File: config.mk
export PLATFORM = sky130hd
export DESIGN_NAME = ddt_term_ctrl
export DESIGN_NICKNAME = d
export VERILOG_FILES = /design/src/ddt_pkg.sv /design/src/ddt_delay_line.sv /design/src/ddt_window.sv /design/src/ddt_term_ctrl.sv
export VERILOG_INCLUDE_DIRS = /design/src
export SDC_FILE = /design/constraint.sdc
export NUM_CORES = 1
export LEC_CHECK = 0
export ABC_AREA = 0
export ABC_CLOCK_PERIOD_IN_PS = 7700
export BUFFER_PORTS_ARGS = -buffer_cell sky130_fd_sc_hd__buf_2
export CAP_MARGIN = 25
export CORE_ASPECT_RATIO = 1.4
export CORE_MARGIN = 8
export CORE_UTILIZATION = 40
export DETAILED_ROUTE_END_ITERATION = 8
export GPL_ROUTABILITY_DRIVEN = 0
export PLACE_DENSITY = 0.61
export RECOVER_POWER = 25
export SYNTH_ARGS = -nofsm -noshare
export SYNTH_HDL_FRONTEND = slang
export SYNTH_SLANG_ARGS = --single-unit
File: constraint.sdc
create_clock -name clk_sys_i -period 7.7 [get_ports clk_sys_i]
set_input_delay 1.925 -clock clk_sys_i [delete_from_list [all_inputs] [get_ports clk_sys_i]]
set_output_delay 1.925 -clock clk_sys_i [all_outputs]
set_load 0.01 [all_outputs]
File: src/ddt_consts.svh
// Constants for the termination timing controller: offsets, fields, resets and latency adders.
`ifndef DDT_CONSTS_SVH
`define DDT_CONSTS_SVH

// ==========================================================================
// Register byte offsets
`define DDT_OFS_MR1        8'h00
`define DDT_OFS_MR2        8'h04
`define DDT_OFS_MR5        8'h08
`define DDT_OFS_LAT        8'h0c
`define DDT_OFS_CTRL       8'h10
`define DDT_OFS_STAT       8'h14

// ==========================================================================
// Reset values
`define DDT_RST_MR         32'h0000_0000
`define DDT_RST_LAT        32'h0000_0009
`define DDT_RST_CTRL       32'h0000_0000

// ==========================================================================
// Mode register fields
`define DDT_NOM_HI         10
`define DDT_NOM_LO         8
`define DDT_WRT_HI         11
`define DDT_WRT_LO         9
`define DDT_DYN_A9         9
`define DDT_DYN_A10        10
`define DDT_PARK_HI        8
`define DDT_PARK_LO        6

// ==========================================================================
// Latency and control fields
`define DDT_CASLAT_HI      5
`define DDT_CASLAT_LO      0
`define DDT_ADDLAT_HI      13
`define DDT_ADDLAT_LO      8
`define DDT_PARLAT_HI      19
`define DDT_PARLAT_LO      16
`define DDT_CTRL_PRE2      0
`define DDT_CTRL_CRC       1
`define DDT_CTRL_BURST_HI  3
`define DDT_CTRL_BURST_LO  2
`define DDT_CTRL_TDIS      4

// ==========================================================================
// Latency arithmetic
`define DDT_SUB_PRE1       6'd2
`define DDT_SUB_PRE2       6'd3
`define DDT_LAT_MIN        6'd1
`define DDT_DLY_DEPTH      64
`define DDT_RD_C4_P1       4'd4
`define DDT_RD_C4_P2       4'd5
`define DDT_RD_B8_P1       4'd6
`define DDT_RD_B8_P2       4'd7
`define DDT_WR_C4_P1       4'd4
`define DDT_WR_C4_P1_CRC   4'd7
`define DDT_WR_C4_P2       4'd5
`define DDT_WR_C4_P2_CRC   4'd8
`define DDT_WR_B8_BASE     4'd6
`define DDT_WR_B8_ONE      4'd7
`define DDT_WR_B8_BOTH     4'd8

`endif

File: src/ddt_pkg.sv
// Types shared by the termination timing controller.
package ddt_pkg;
    typedef enum logic [2:0] {
        DDT_TERM_HIZ,
        DDT_TERM_PARK,
        DDT_TERM_NOM,
        DDT_TERM_WR,
        DDT_TERM_DIS
    } ddt_term_t;

    typedef enum logic [1:0] {
        DDT_BL8_FIXED,
        DDT_BC4_FIXED,
        DDT_BURST_OTF
    } ddt_burst_t;
endpackage : ddt_pkg

File: src/ddt_delay_line.sv
// Programmable delay line: two bits shifted per clock, tapped at a latency.
`timescale 1ns/10ps
`include "ddt_consts.svh"
module ddt_delay_line (
    // Clock and reset
    input  wire logic       clk_sys_i,
    input  wire logic       reset_i,
    // Data and tap select
    input  wire logic [1:0] data_i,
    input  wire logic [5:0] lat_i,
    output logic      [1:0] tap_o
);
    logic [1:0] line_reg [`DDT_DLY_DEPTH];
    wire  [5:0] tap_idx = lat_i - `DDT_LAT_MIN;

    // ======================================================================
    // Shift storage
    always_ff @(posedge clk_sys_i) begin
        if (reset_i) begin
            for (int i = 0; i < `DDT_DLY_DEPTH; i++) begin
                line_reg[i] <= 2'h0;
            end
        end else begin
            line_reg[0] <= data_i;
            for (int i = 1; i < `DDT_DLY_DEPTH; i++) begin
                line_reg[i] <= line_reg[i-1];
            end
        end
    end

    // Latency is at least one, so the tap never underflows.
    assign tap_o = line_reg[tap_idx];
endmodule : ddt_delay_line

File: src/ddt_window.sv
// Retriggerable window: active from the start cycle for len_i cycles.
`timescale 1ns/10ps
module ddt_window (
    // Clock and reset
    input  wire logic       clk_sys_i,
    input  wire logic       reset_i,
    // Control
    input  wire logic       start_i,
    input  wire logic [3:0] len_i,
    output logic            active_o
);
    logic [3:0] cnt_reg;
    logic [3:0] cnt_next;
    wire        cnt_run = (cnt_reg != 4'h0);

    // A new start restarts the window, so overlapping commands extend it.
    assign cnt_next = start_i ? (len_i - 4'h1) : (cnt_run ? (cnt_reg - 4'h1) : 4'h0);
    assign active_o = start_i | cnt_run;

    always_ff @(posedge clk_sys_i) begin
        if (reset_i) begin
            cnt_reg <= 4'h0;
        end else begin
            cnt_reg <= cnt_next;
        end
    end
endmodule : ddt_window

File: src/ddt_term_ctrl.sv
// Termination timing controller: Wishbone registers, latency paths and termination select.
//
// Our own choices: the address map and the Wishbone slave port.
`timescale 1ns/10ps
`include "ddt_consts.svh"

// Summary of operation
// - Use latency-timed termination whenever the DLL is locked.
// - Nominal on/off follows the sampled pin after the direct latency.
// - Direct latency is the write latency sum minus 2, or minus 3 with long preamble.
// - After a read, termination turns off after the read turn-off latency.
// - Fixed chop-4, long preamble: park returns five cycles after turn-off.
// - Burst-8 or on-the-fly: park returns six or seven cycles after turn-off.
// - Each termination change lands within the skew window after its endpoint.
// - Never terminate while driving; enable only after the read postamble.
// - Dynamic write termination is enabled by MR2 bit 9 or bit 10.
// - Values come from MR1[10:8], MR2[11:9] and MR5[8:6].
// - Without writes, nominal follows the pin; park applies while it is low.
// - A write selects write termination after write latency minus 2 or 3.
// - Chop-4 write releases after select latency plus 4, 7, 5 or 8.
// - Burst-8 write releases after select latency plus 6, 7 or 8.
// - No dynamic write termination with the DLL off; controller gates it by lock, MR2 is left unchanged.
// - Priority is disable, then read turn-off, then write, then nominal, then park.
module ddt_term_ctrl (
    // Clock and reset
    input  wire logic              clk_sys_i,
    input  wire logic              reset_i,
    // Wishbone slave
    input  wire logic              wb_cyc_i,
    input  wire logic              wb_stb_i,
    input  wire logic              wb_we_i,
    input  wire logic [7:0]        wb_adr_i,
    input  wire logic [3:0]        wb_sel_i,
    input  wire logic [31:0]       wb_dat_i,
    output logic      [31:0]       wb_dat_o,
    output logic                   wb_ack_o,
    // Device command side
    input  wire logic              odt_i,
    input  wire logic              dll_locked_i,
    input  wire logic              wr_cmd_i,
    input  wire logic              wr_chop4_i,
    input  wire logic              rd_cmd_i,
    // Termination select
    output ddt_pkg::ddt_term_t     term_state_o,
    output logic      [2:0]        term_value_o
);
    import ddt_pkg::*;

    // ======================================================================
    // Functions
    function automatic logic [31:0] apply_sel(input logic [31:0] old_v,
                                              input logic [31:0] new_v,
                                              input logic [3:0]  sel);
        logic [31:0] res;
        res = old_v;
        for (int b = 0; b < 4; b++) begin
            if (sel[b]) begin
                res[b*8 +: 8] = new_v[b*8 +: 8];
            end
        end
        return res;
    endfunction : apply_sel

    function automatic logic [5:0] sub_lat(input logic [5:0] sum,
                                           input logic       pre2);
        logic [5:0] sub;
        sub = pre2 ? `DDT_SUB_PRE2 : `DDT_SUB_PRE1;
        // Saturate so a mis-programmed latency never wraps past zero.
        return (sum > sub) ? (sum - sub) : `DDT_LAT_MIN;
    endfunction : sub_lat

    // ======================================================================
    // Registers
    logic [31:0] mr1_reg;
    logic [31:0] mr2_reg;
    logic [31:0] mr5_reg;
    logic [31:0] lat_reg;
    logic [31:0] ctrl_reg;
    logic [31:0] dat_next;
    ddt_term_t   term_state_reg;
    ddt_term_t   term_state_next;
    logic [2:0]  term_value_reg;
    logic [2:0]  term_value_next;
    logic        ack_reg;
    logic [31:0] dat_reg;

    // ======================================================================
    // Wishbone decode
    wire bus_req  = wb_cyc_i & wb_stb_i & ~ack_reg;
    wire bus_wr   = wb_cyc_i & wb_stb_i & wb_we_i & ack_reg; // Lands on the edge where the master sees ack.
    wire sel_mr1  = (wb_adr_i == `DDT_OFS_MR1);
    wire sel_mr2  = (wb_adr_i == `DDT_OFS_MR2);
    wire sel_mr5  = (wb_adr_i == `DDT_OFS_MR5);
    wire sel_lat  = (wb_adr_i == `DDT_OFS_LAT);
    wire sel_ctrl = (wb_adr_i == `DDT_OFS_CTRL);
    wire sel_stat = (wb_adr_i == `DDT_OFS_STAT);
    wire [31:0] stat_word = {28'h0, dll_locked_i, term_state_reg};

    assign dat_next = sel_mr1  ? mr1_reg  :
                      sel_mr2  ? mr2_reg  :
                      sel_mr5  ? mr5_reg  :
                      sel_lat  ? lat_reg  :
                      sel_ctrl ? ctrl_reg :
                      sel_stat ? stat_word : 32'h0;

    // Every access is acknowledged one cycle later; unmapped reads return zero.
    always_ff @(posedge clk_sys_i) begin
        if (reset_i) begin
            ack_reg <= 1'b0;
            dat_reg <= 32'h0;
        end else begin
            ack_reg <= bus_req;
            dat_reg <= bus_req ? dat_next : dat_reg;
        end
    end

    always_ff @(posedge clk_sys_i) begin
        if (reset_i) begin
            mr1_reg  <= `DDT_RST_MR;
            mr2_reg  <= `DDT_RST_MR;
            mr5_reg  <= `DDT_RST_MR;
            lat_reg  <= `DDT_RST_LAT;
            ctrl_reg <= `DDT_RST_CTRL;
        end else if (bus_wr) begin
            mr1_reg  <= sel_mr1  ? apply_sel(mr1_reg,  wb_dat_i, wb_sel_i) : mr1_reg;
            mr2_reg  <= sel_mr2  ? apply_sel(mr2_reg,  wb_dat_i, wb_sel_i) : mr2_reg;
            mr5_reg  <= sel_mr5  ? apply_sel(mr5_reg,  wb_dat_i, wb_sel_i) : mr5_reg;
            lat_reg  <= sel_lat  ? apply_sel(lat_reg,  wb_dat_i, wb_sel_i) : lat_reg;
            ctrl_reg <= sel_ctrl ? apply_sel(ctrl_reg, wb_dat_i, wb_sel_i) : ctrl_reg;
        end
    end

    // ======================================================================
    // Configuration decode
    wire [2:0] nominal_value = mr1_reg[`DDT_NOM_HI:`DDT_NOM_LO];
    wire [2:0] write_value   = mr2_reg[`DDT_WRT_HI:`DDT_WRT_LO];
    wire [2:0] park_value    = mr5_reg[`DDT_PARK_HI:`DDT_PARK_LO];
    wire dyn_enable  = mr2_reg[`DDT_DYN_A9] | mr2_reg[`DDT_DYN_A10];
    wire pre2        = ctrl_reg[`DDT_CTRL_PRE2];
    wire crc_on      = ctrl_reg[`DDT_CTRL_CRC];
    wire term_dis    = ctrl_reg[`DDT_CTRL_TDIS];
    wire [1:0] burst = ctrl_reg[`DDT_CTRL_BURST_HI:`DDT_CTRL_BURST_LO];
    wire bc4_fixed   = (burst == DDT_BC4_FIXED);
    wire sync_mode   = dll_locked_i;

    // The sum wraps above 63 cycles; legal settings stay far below that.
    wire [5:0] cas_write_latency = lat_reg[`DDT_CASLAT_HI:`DDT_CASLAT_LO];
    wire [5:0] additive_latency  = lat_reg[`DDT_ADDLAT_HI:`DDT_ADDLAT_LO];
    wire [5:0] parity_latency    = {2'h0, lat_reg[`DDT_PARLAT_HI:`DDT_PARLAT_LO]};
    wire [5:0] write_latency     = cas_write_latency + additive_latency + parity_latency;
    wire [5:0] direct_term_on_latency    = sub_lat(write_latency, pre2);
    wire [5:0] read_term_off_latency     = sub_lat(write_latency, pre2);
    wire [5:0] write_term_select_latency = sub_lat(write_latency, pre2);

    // Park return after a read, counted from the read turn-off endpoint.
    wire [3:0] rd_park_add = bc4_fixed ? (pre2 ? `DDT_RD_C4_P2 : `DDT_RD_C4_P1)
                                       : (pre2 ? `DDT_RD_B8_P2 : `DDT_RD_B8_P1);

    // ======================================================================
    // Latency paths
    logic [1:0] odt_tap;
    logic [1:0] wr_tap;
    logic [1:0] rd_tap;
    logic       wr_win;
    logic       rd_win;
    wire        wr_chop = bc4_fixed | ((burst == DDT_BURST_OTF) & wr_chop4_i);

    // On and off latencies are equal, so delaying the pin level covers both.
    ddt_delay_line u_odt_dly (
        .clk_sys_i (clk_sys_i),
        .reset_i   (reset_i),
        .data_i    ({1'b0, odt_i}),
        .lat_i     (direct_term_on_latency),
        .tap_o     (odt_tap)
    );

    ddt_delay_line u_wr_dly (
        .clk_sys_i (clk_sys_i),
        .reset_i   (reset_i),
        .data_i    ({wr_chop, wr_cmd_i}),
        .lat_i     (write_term_select_latency),
        .tap_o     (wr_tap)
    );

    ddt_delay_line u_rd_dly (
        .clk_sys_i (clk_sys_i),
        .reset_i   (reset_i),
        .data_i    ({1'b0, rd_cmd_i}),
        .lat_i     (read_term_off_latency),
        .tap_o     (rd_tap)
    );

    // The burst kind travels with the write, so a later mode change does not
    // alter a window already in flight.
    wire [3:0] wr_rel_add = wr_tap[1] ?
        (pre2 ? (crc_on ? `DDT_WR_C4_P2_CRC : `DDT_WR_C4_P2)
              : (crc_on ? `DDT_WR_C4_P1_CRC : `DDT_WR_C4_P1)) :
        ((crc_on & pre2) ? `DDT_WR_B8_BOTH :
         ((crc_on | pre2) ? `DDT_WR_B8_ONE : `DDT_WR_B8_BASE));

    ddt_window u_wr_win (
        .clk_sys_i (clk_sys_i),
        .reset_i   (reset_i),
        .start_i   (wr_tap[0]),
        .len_i     (wr_rel_add),
        .active_o  (wr_win)
    );

    ddt_window u_rd_win (
        .clk_sys_i (clk_sys_i),
        .reset_i   (reset_i),
        .start_i   (rd_tap[0]),
        .len_i     (rd_park_add),
        .active_o  (rd_win)
    );

    // ======================================================================
    // Termination select
    // Outside lock the pin is used undelayed and write termination is barred.
    wire odt_eff   = sync_mode ? odt_tap[0] : odt_i;
    wire wr_active = wr_win & dyn_enable & sync_mode;
    wire nom_on    = odt_eff & (nominal_value != 3'h0);
    wire park_on   = (park_value != 3'h0);

    // Read turn-off outranks write select: the device drives the lines then.
    assign term_state_next = term_dis  ? DDT_TERM_DIS  :
                             rd_win    ? DDT_TERM_HIZ  :
                             wr_active ? DDT_TERM_WR   :
                             nom_on    ? DDT_TERM_NOM  :
                             park_on   ? DDT_TERM_PARK : DDT_TERM_HIZ;

    assign term_value_next = (term_state_next == DDT_TERM_WR)   ? write_value   :
                             (term_state_next == DDT_TERM_NOM)  ? nominal_value :
                             (term_state_next == DDT_TERM_PARK) ? park_value    : 3'h0;

    // Registered at the endpoint edge, well inside the allowed change skew.
    always_ff @(posedge clk_sys_i) begin
        if (reset_i) begin
            term_state_reg <= DDT_TERM_HIZ;
            term_value_reg <= 3'h0;
        end else begin
            term_state_reg <= term_state_next;
            term_value_reg <= term_value_next;
        end
    end

    assign term_state_o = term_state_reg;
    assign term_value_o = term_value_reg;
    assign wb_ack_o     = ack_reg;
    assign wb_dat_o     = dat_reg;
endmodule : ddt_term_ctrl

==> flow_summary_export.csv <==
group,metric,value,unit
die,design.portCount,93,
grt,grt_max_degree,199,
yosys,yosysMostFrequentCell,"dfxtp_1",
grt,grt_pass1_vias,13000,
clocking,clockRootBuffer,"clkbuf_16",
route,dr.pass1.iters,6,
critical_path,critPathSlowestCell,"clkbuf_1",
sta,rsz0062_at_grt,"no",
cells_and_area,num_antenna_cells,0,
yosys,seq_area_frac_synth,50.2,%
yosys,syn_inst,1738,
die,core,45800,um2
grt,antenna_found_initial,1,
yosys,synthTopCellsByCount,"dfxtp_1, nor2b_1, nor2_1, mux2i_1, clkbuf_1",
cells_and_area,multi_input_area,8710,um2
sta,finClkSkew,0.0340,ns
clocking,cts_sinks,463,
yosys,yosysTopAreaCellShare,50.2,%
critical_path,crit_fanout,114,
status,violations,"capacitance limit, slew limit",
yosys,syn_nets,1808,
yosys,synth_cell_types,78,
critical_path,cp_data_required_time,8.14,ns
die,die_x,198,um
cells_and_area,largest_reg_flops,128,
hold_path,hp-class,"register to register",
clocking,cts_setup_buffers,0,
die,die_h,270,um
grt,grt_pass1_wl,70000,um
cells_and_area,fin_util,46.0,%
route,drc,0,
cells_and_area,fin_nets,1860,
clocking,cts_tree,"built",
place,dp_cells,2356,
critical_path,end_kind,"register",
yosys,yosysTopAreaCell,"dfxtp_1",
yosys,yosys_most_used_dff,"dfxtp_1",
die,die-area,53400,um2
critical_path,start_kind,"input port",
cells_and_area,final.fill_count,4337,
place,portBuffers,92,
yosys,yosysWarnings,0,
clocking,cts.clk_slew.worst_paths,0.07,ns
route,avgViaCountPerCell,5.22,
critical_path,arrival,6.67,ns
route,drt-total-wl,43600,um
power,irDropWorstVdd,0.153,mV
power,p_leak,8.56,nW
clocking,cts_made_buffers,45,
yosys,synth_area,18500,um2
clocking,holdBufCountCts,0,
sta,setup-violations-final,0,
status,status,"finished with violations",
sta,worstMarginPinSlew,4.92,ns
sta,slew_violations,114,
grt,grt_overflow,0,
sta,period_share,81.0,%
critical_path,cp_num_buf_inv,2,
cells_and_area,stdcell_count,2444,
sta,max_freq,160,MHz
critical_path,max_stage_delay,3.37,ns
route,via_count,12700,
yosys,synth_seq_cells,463,
sta,min_period,6.23,ns
sta,finalHoldViolations,0,
cells_and_area,seq_area,9270,um2
yosys,syn_avg_cell_area,10.6,um2
place,hpwl,28200,um
clocking,cts_resized,0,
route,ant_nets,0,
route,drt_iter0_drc,577,
critical_path,cpLargestDelayFamily,"buffers and inverters",
die,start_util,40.3,%
clocking,clk_latency,0.58,ns
yosys,synth_edf_count,0,
yosys,synth.area.top_cells,"dfxtp_1, mux2i_1, nor2b_1",
power,pwr_density_cell,233,nW/um2
yosys,async_flop_share,0,%
sta,setup_tns,0,ns
sta,fin_hold_ws,0.434,ns
run,maxCapViolations,1,
critical_path,path_class,"input port to register",
route,post_drt_wl_per_cell,17.8,um
clocking,ctsLongestPathBuffers,3,
critical_path,crit_chain,"clkbuf_1, buf_4, nor3_1, nand3_2, a21oi_1",
grt,track_usage,16.1,%
sta,slew_headroom,-228,%
die,rows,93,
clocking,htreeDepth,2,
cells_and_area,area_growth,14.1,%
cells_and_area,drive_above_1_share,15.0,%
==> worst reg2reg max path, cell delays in order (launching register included) <==
cell	delay, ns
dfxtp_1	0.35
inv_1	0.07
fa_1	0.47
inv_1	0.07
ha_1	0.16
inv_1	0.05
fa_1	0.77
nand2_1	0.28
o31a_4	0.54
ha_2	0.29
and3b_1	0.17
o21ai_0	0.17
a2111oi_0	0.14
a41oi_1	0.32
o21a_1	0.81
a2111oi_0	0.17
o41ai_1	0.36
a21o_2	0.29
nand3_2	0.18
a311oi_1	0.25
==> power breakdown <==
part           switching (mW)  internal [mW]
registers             0.00754           2.41
logic                   0.101         0.0418
clock network           0.962           1.39
==> layout by cell type, fill, tap and decap left out, drive strengths merged, types with 19 or more instances in the layout <==
cell type and n:
mux2i 229, dfxtp 463, o21ai 41, mux4 60, nand2 31, o221ai 28, nor2b 265, nand3 51
nor2 257, clkbuf 68, buf 112, inv 19, a21oi 43
==> cells by family after synthesis <==
group	synth area share (%)
buf+inv	2.89
xor+xnor	0.603
fa+ha+maj	1.34
compound gates	6.90
mux	20.2
simple gates	17.9
flops	50.2
==> worst paths after layout <==
path	cells past startpoint	to	slack, ns	startpoint
worst max-delay path	5	term_state_o[0]	1.47	reset_i
worst min-delay path	1	u_rd_dly.line_reg[7][0]	0.43	u_rd_dly.line_reg[6][0]
worst max register to register	19	term_value_o[1]	1.71	lat_reg[1]
worst min register to register	1	u_rd_dly.line_reg[7][0]	0.43	u_rd_dly.line_reg[6][0]
==> layout make-up <==
type                    count  area share, %
flip-flops and latches    463           44.0
multi-input cells        1151           41.3
clock buffers              67           6.54
well taps                 617           3.66
repair buffers            113           3.06
clock inverters            17           1.18
inverters                  16          0.285
==> stage by stage <==
stage / power (mW) / cell area, um2 / worst slack (ns)
detailed placement: 2.61 / 19400 / 1.70
global placement: 2.61 / 19400 / 1.89
CTS: 4.97 / 21100 / 1.67
finish: 4.91 / 21100 / 1.47
floorplan: 2.55 / 18500 / 2.05
global route: 5.08 / 21100 / 0.922
==> metal layers <==
layer,wire length (um),share of wire (%),GRT usage [%],up-vias
met5,0,0,0,-
met4,1640,3.8,7.42,0
met3,2080,4.8,2.71,94
met2,21000,48,27.3,277
met1,18800,43,19.6,6198
li1,-,-,-,6177
Power figures use the tool's default switching activity.
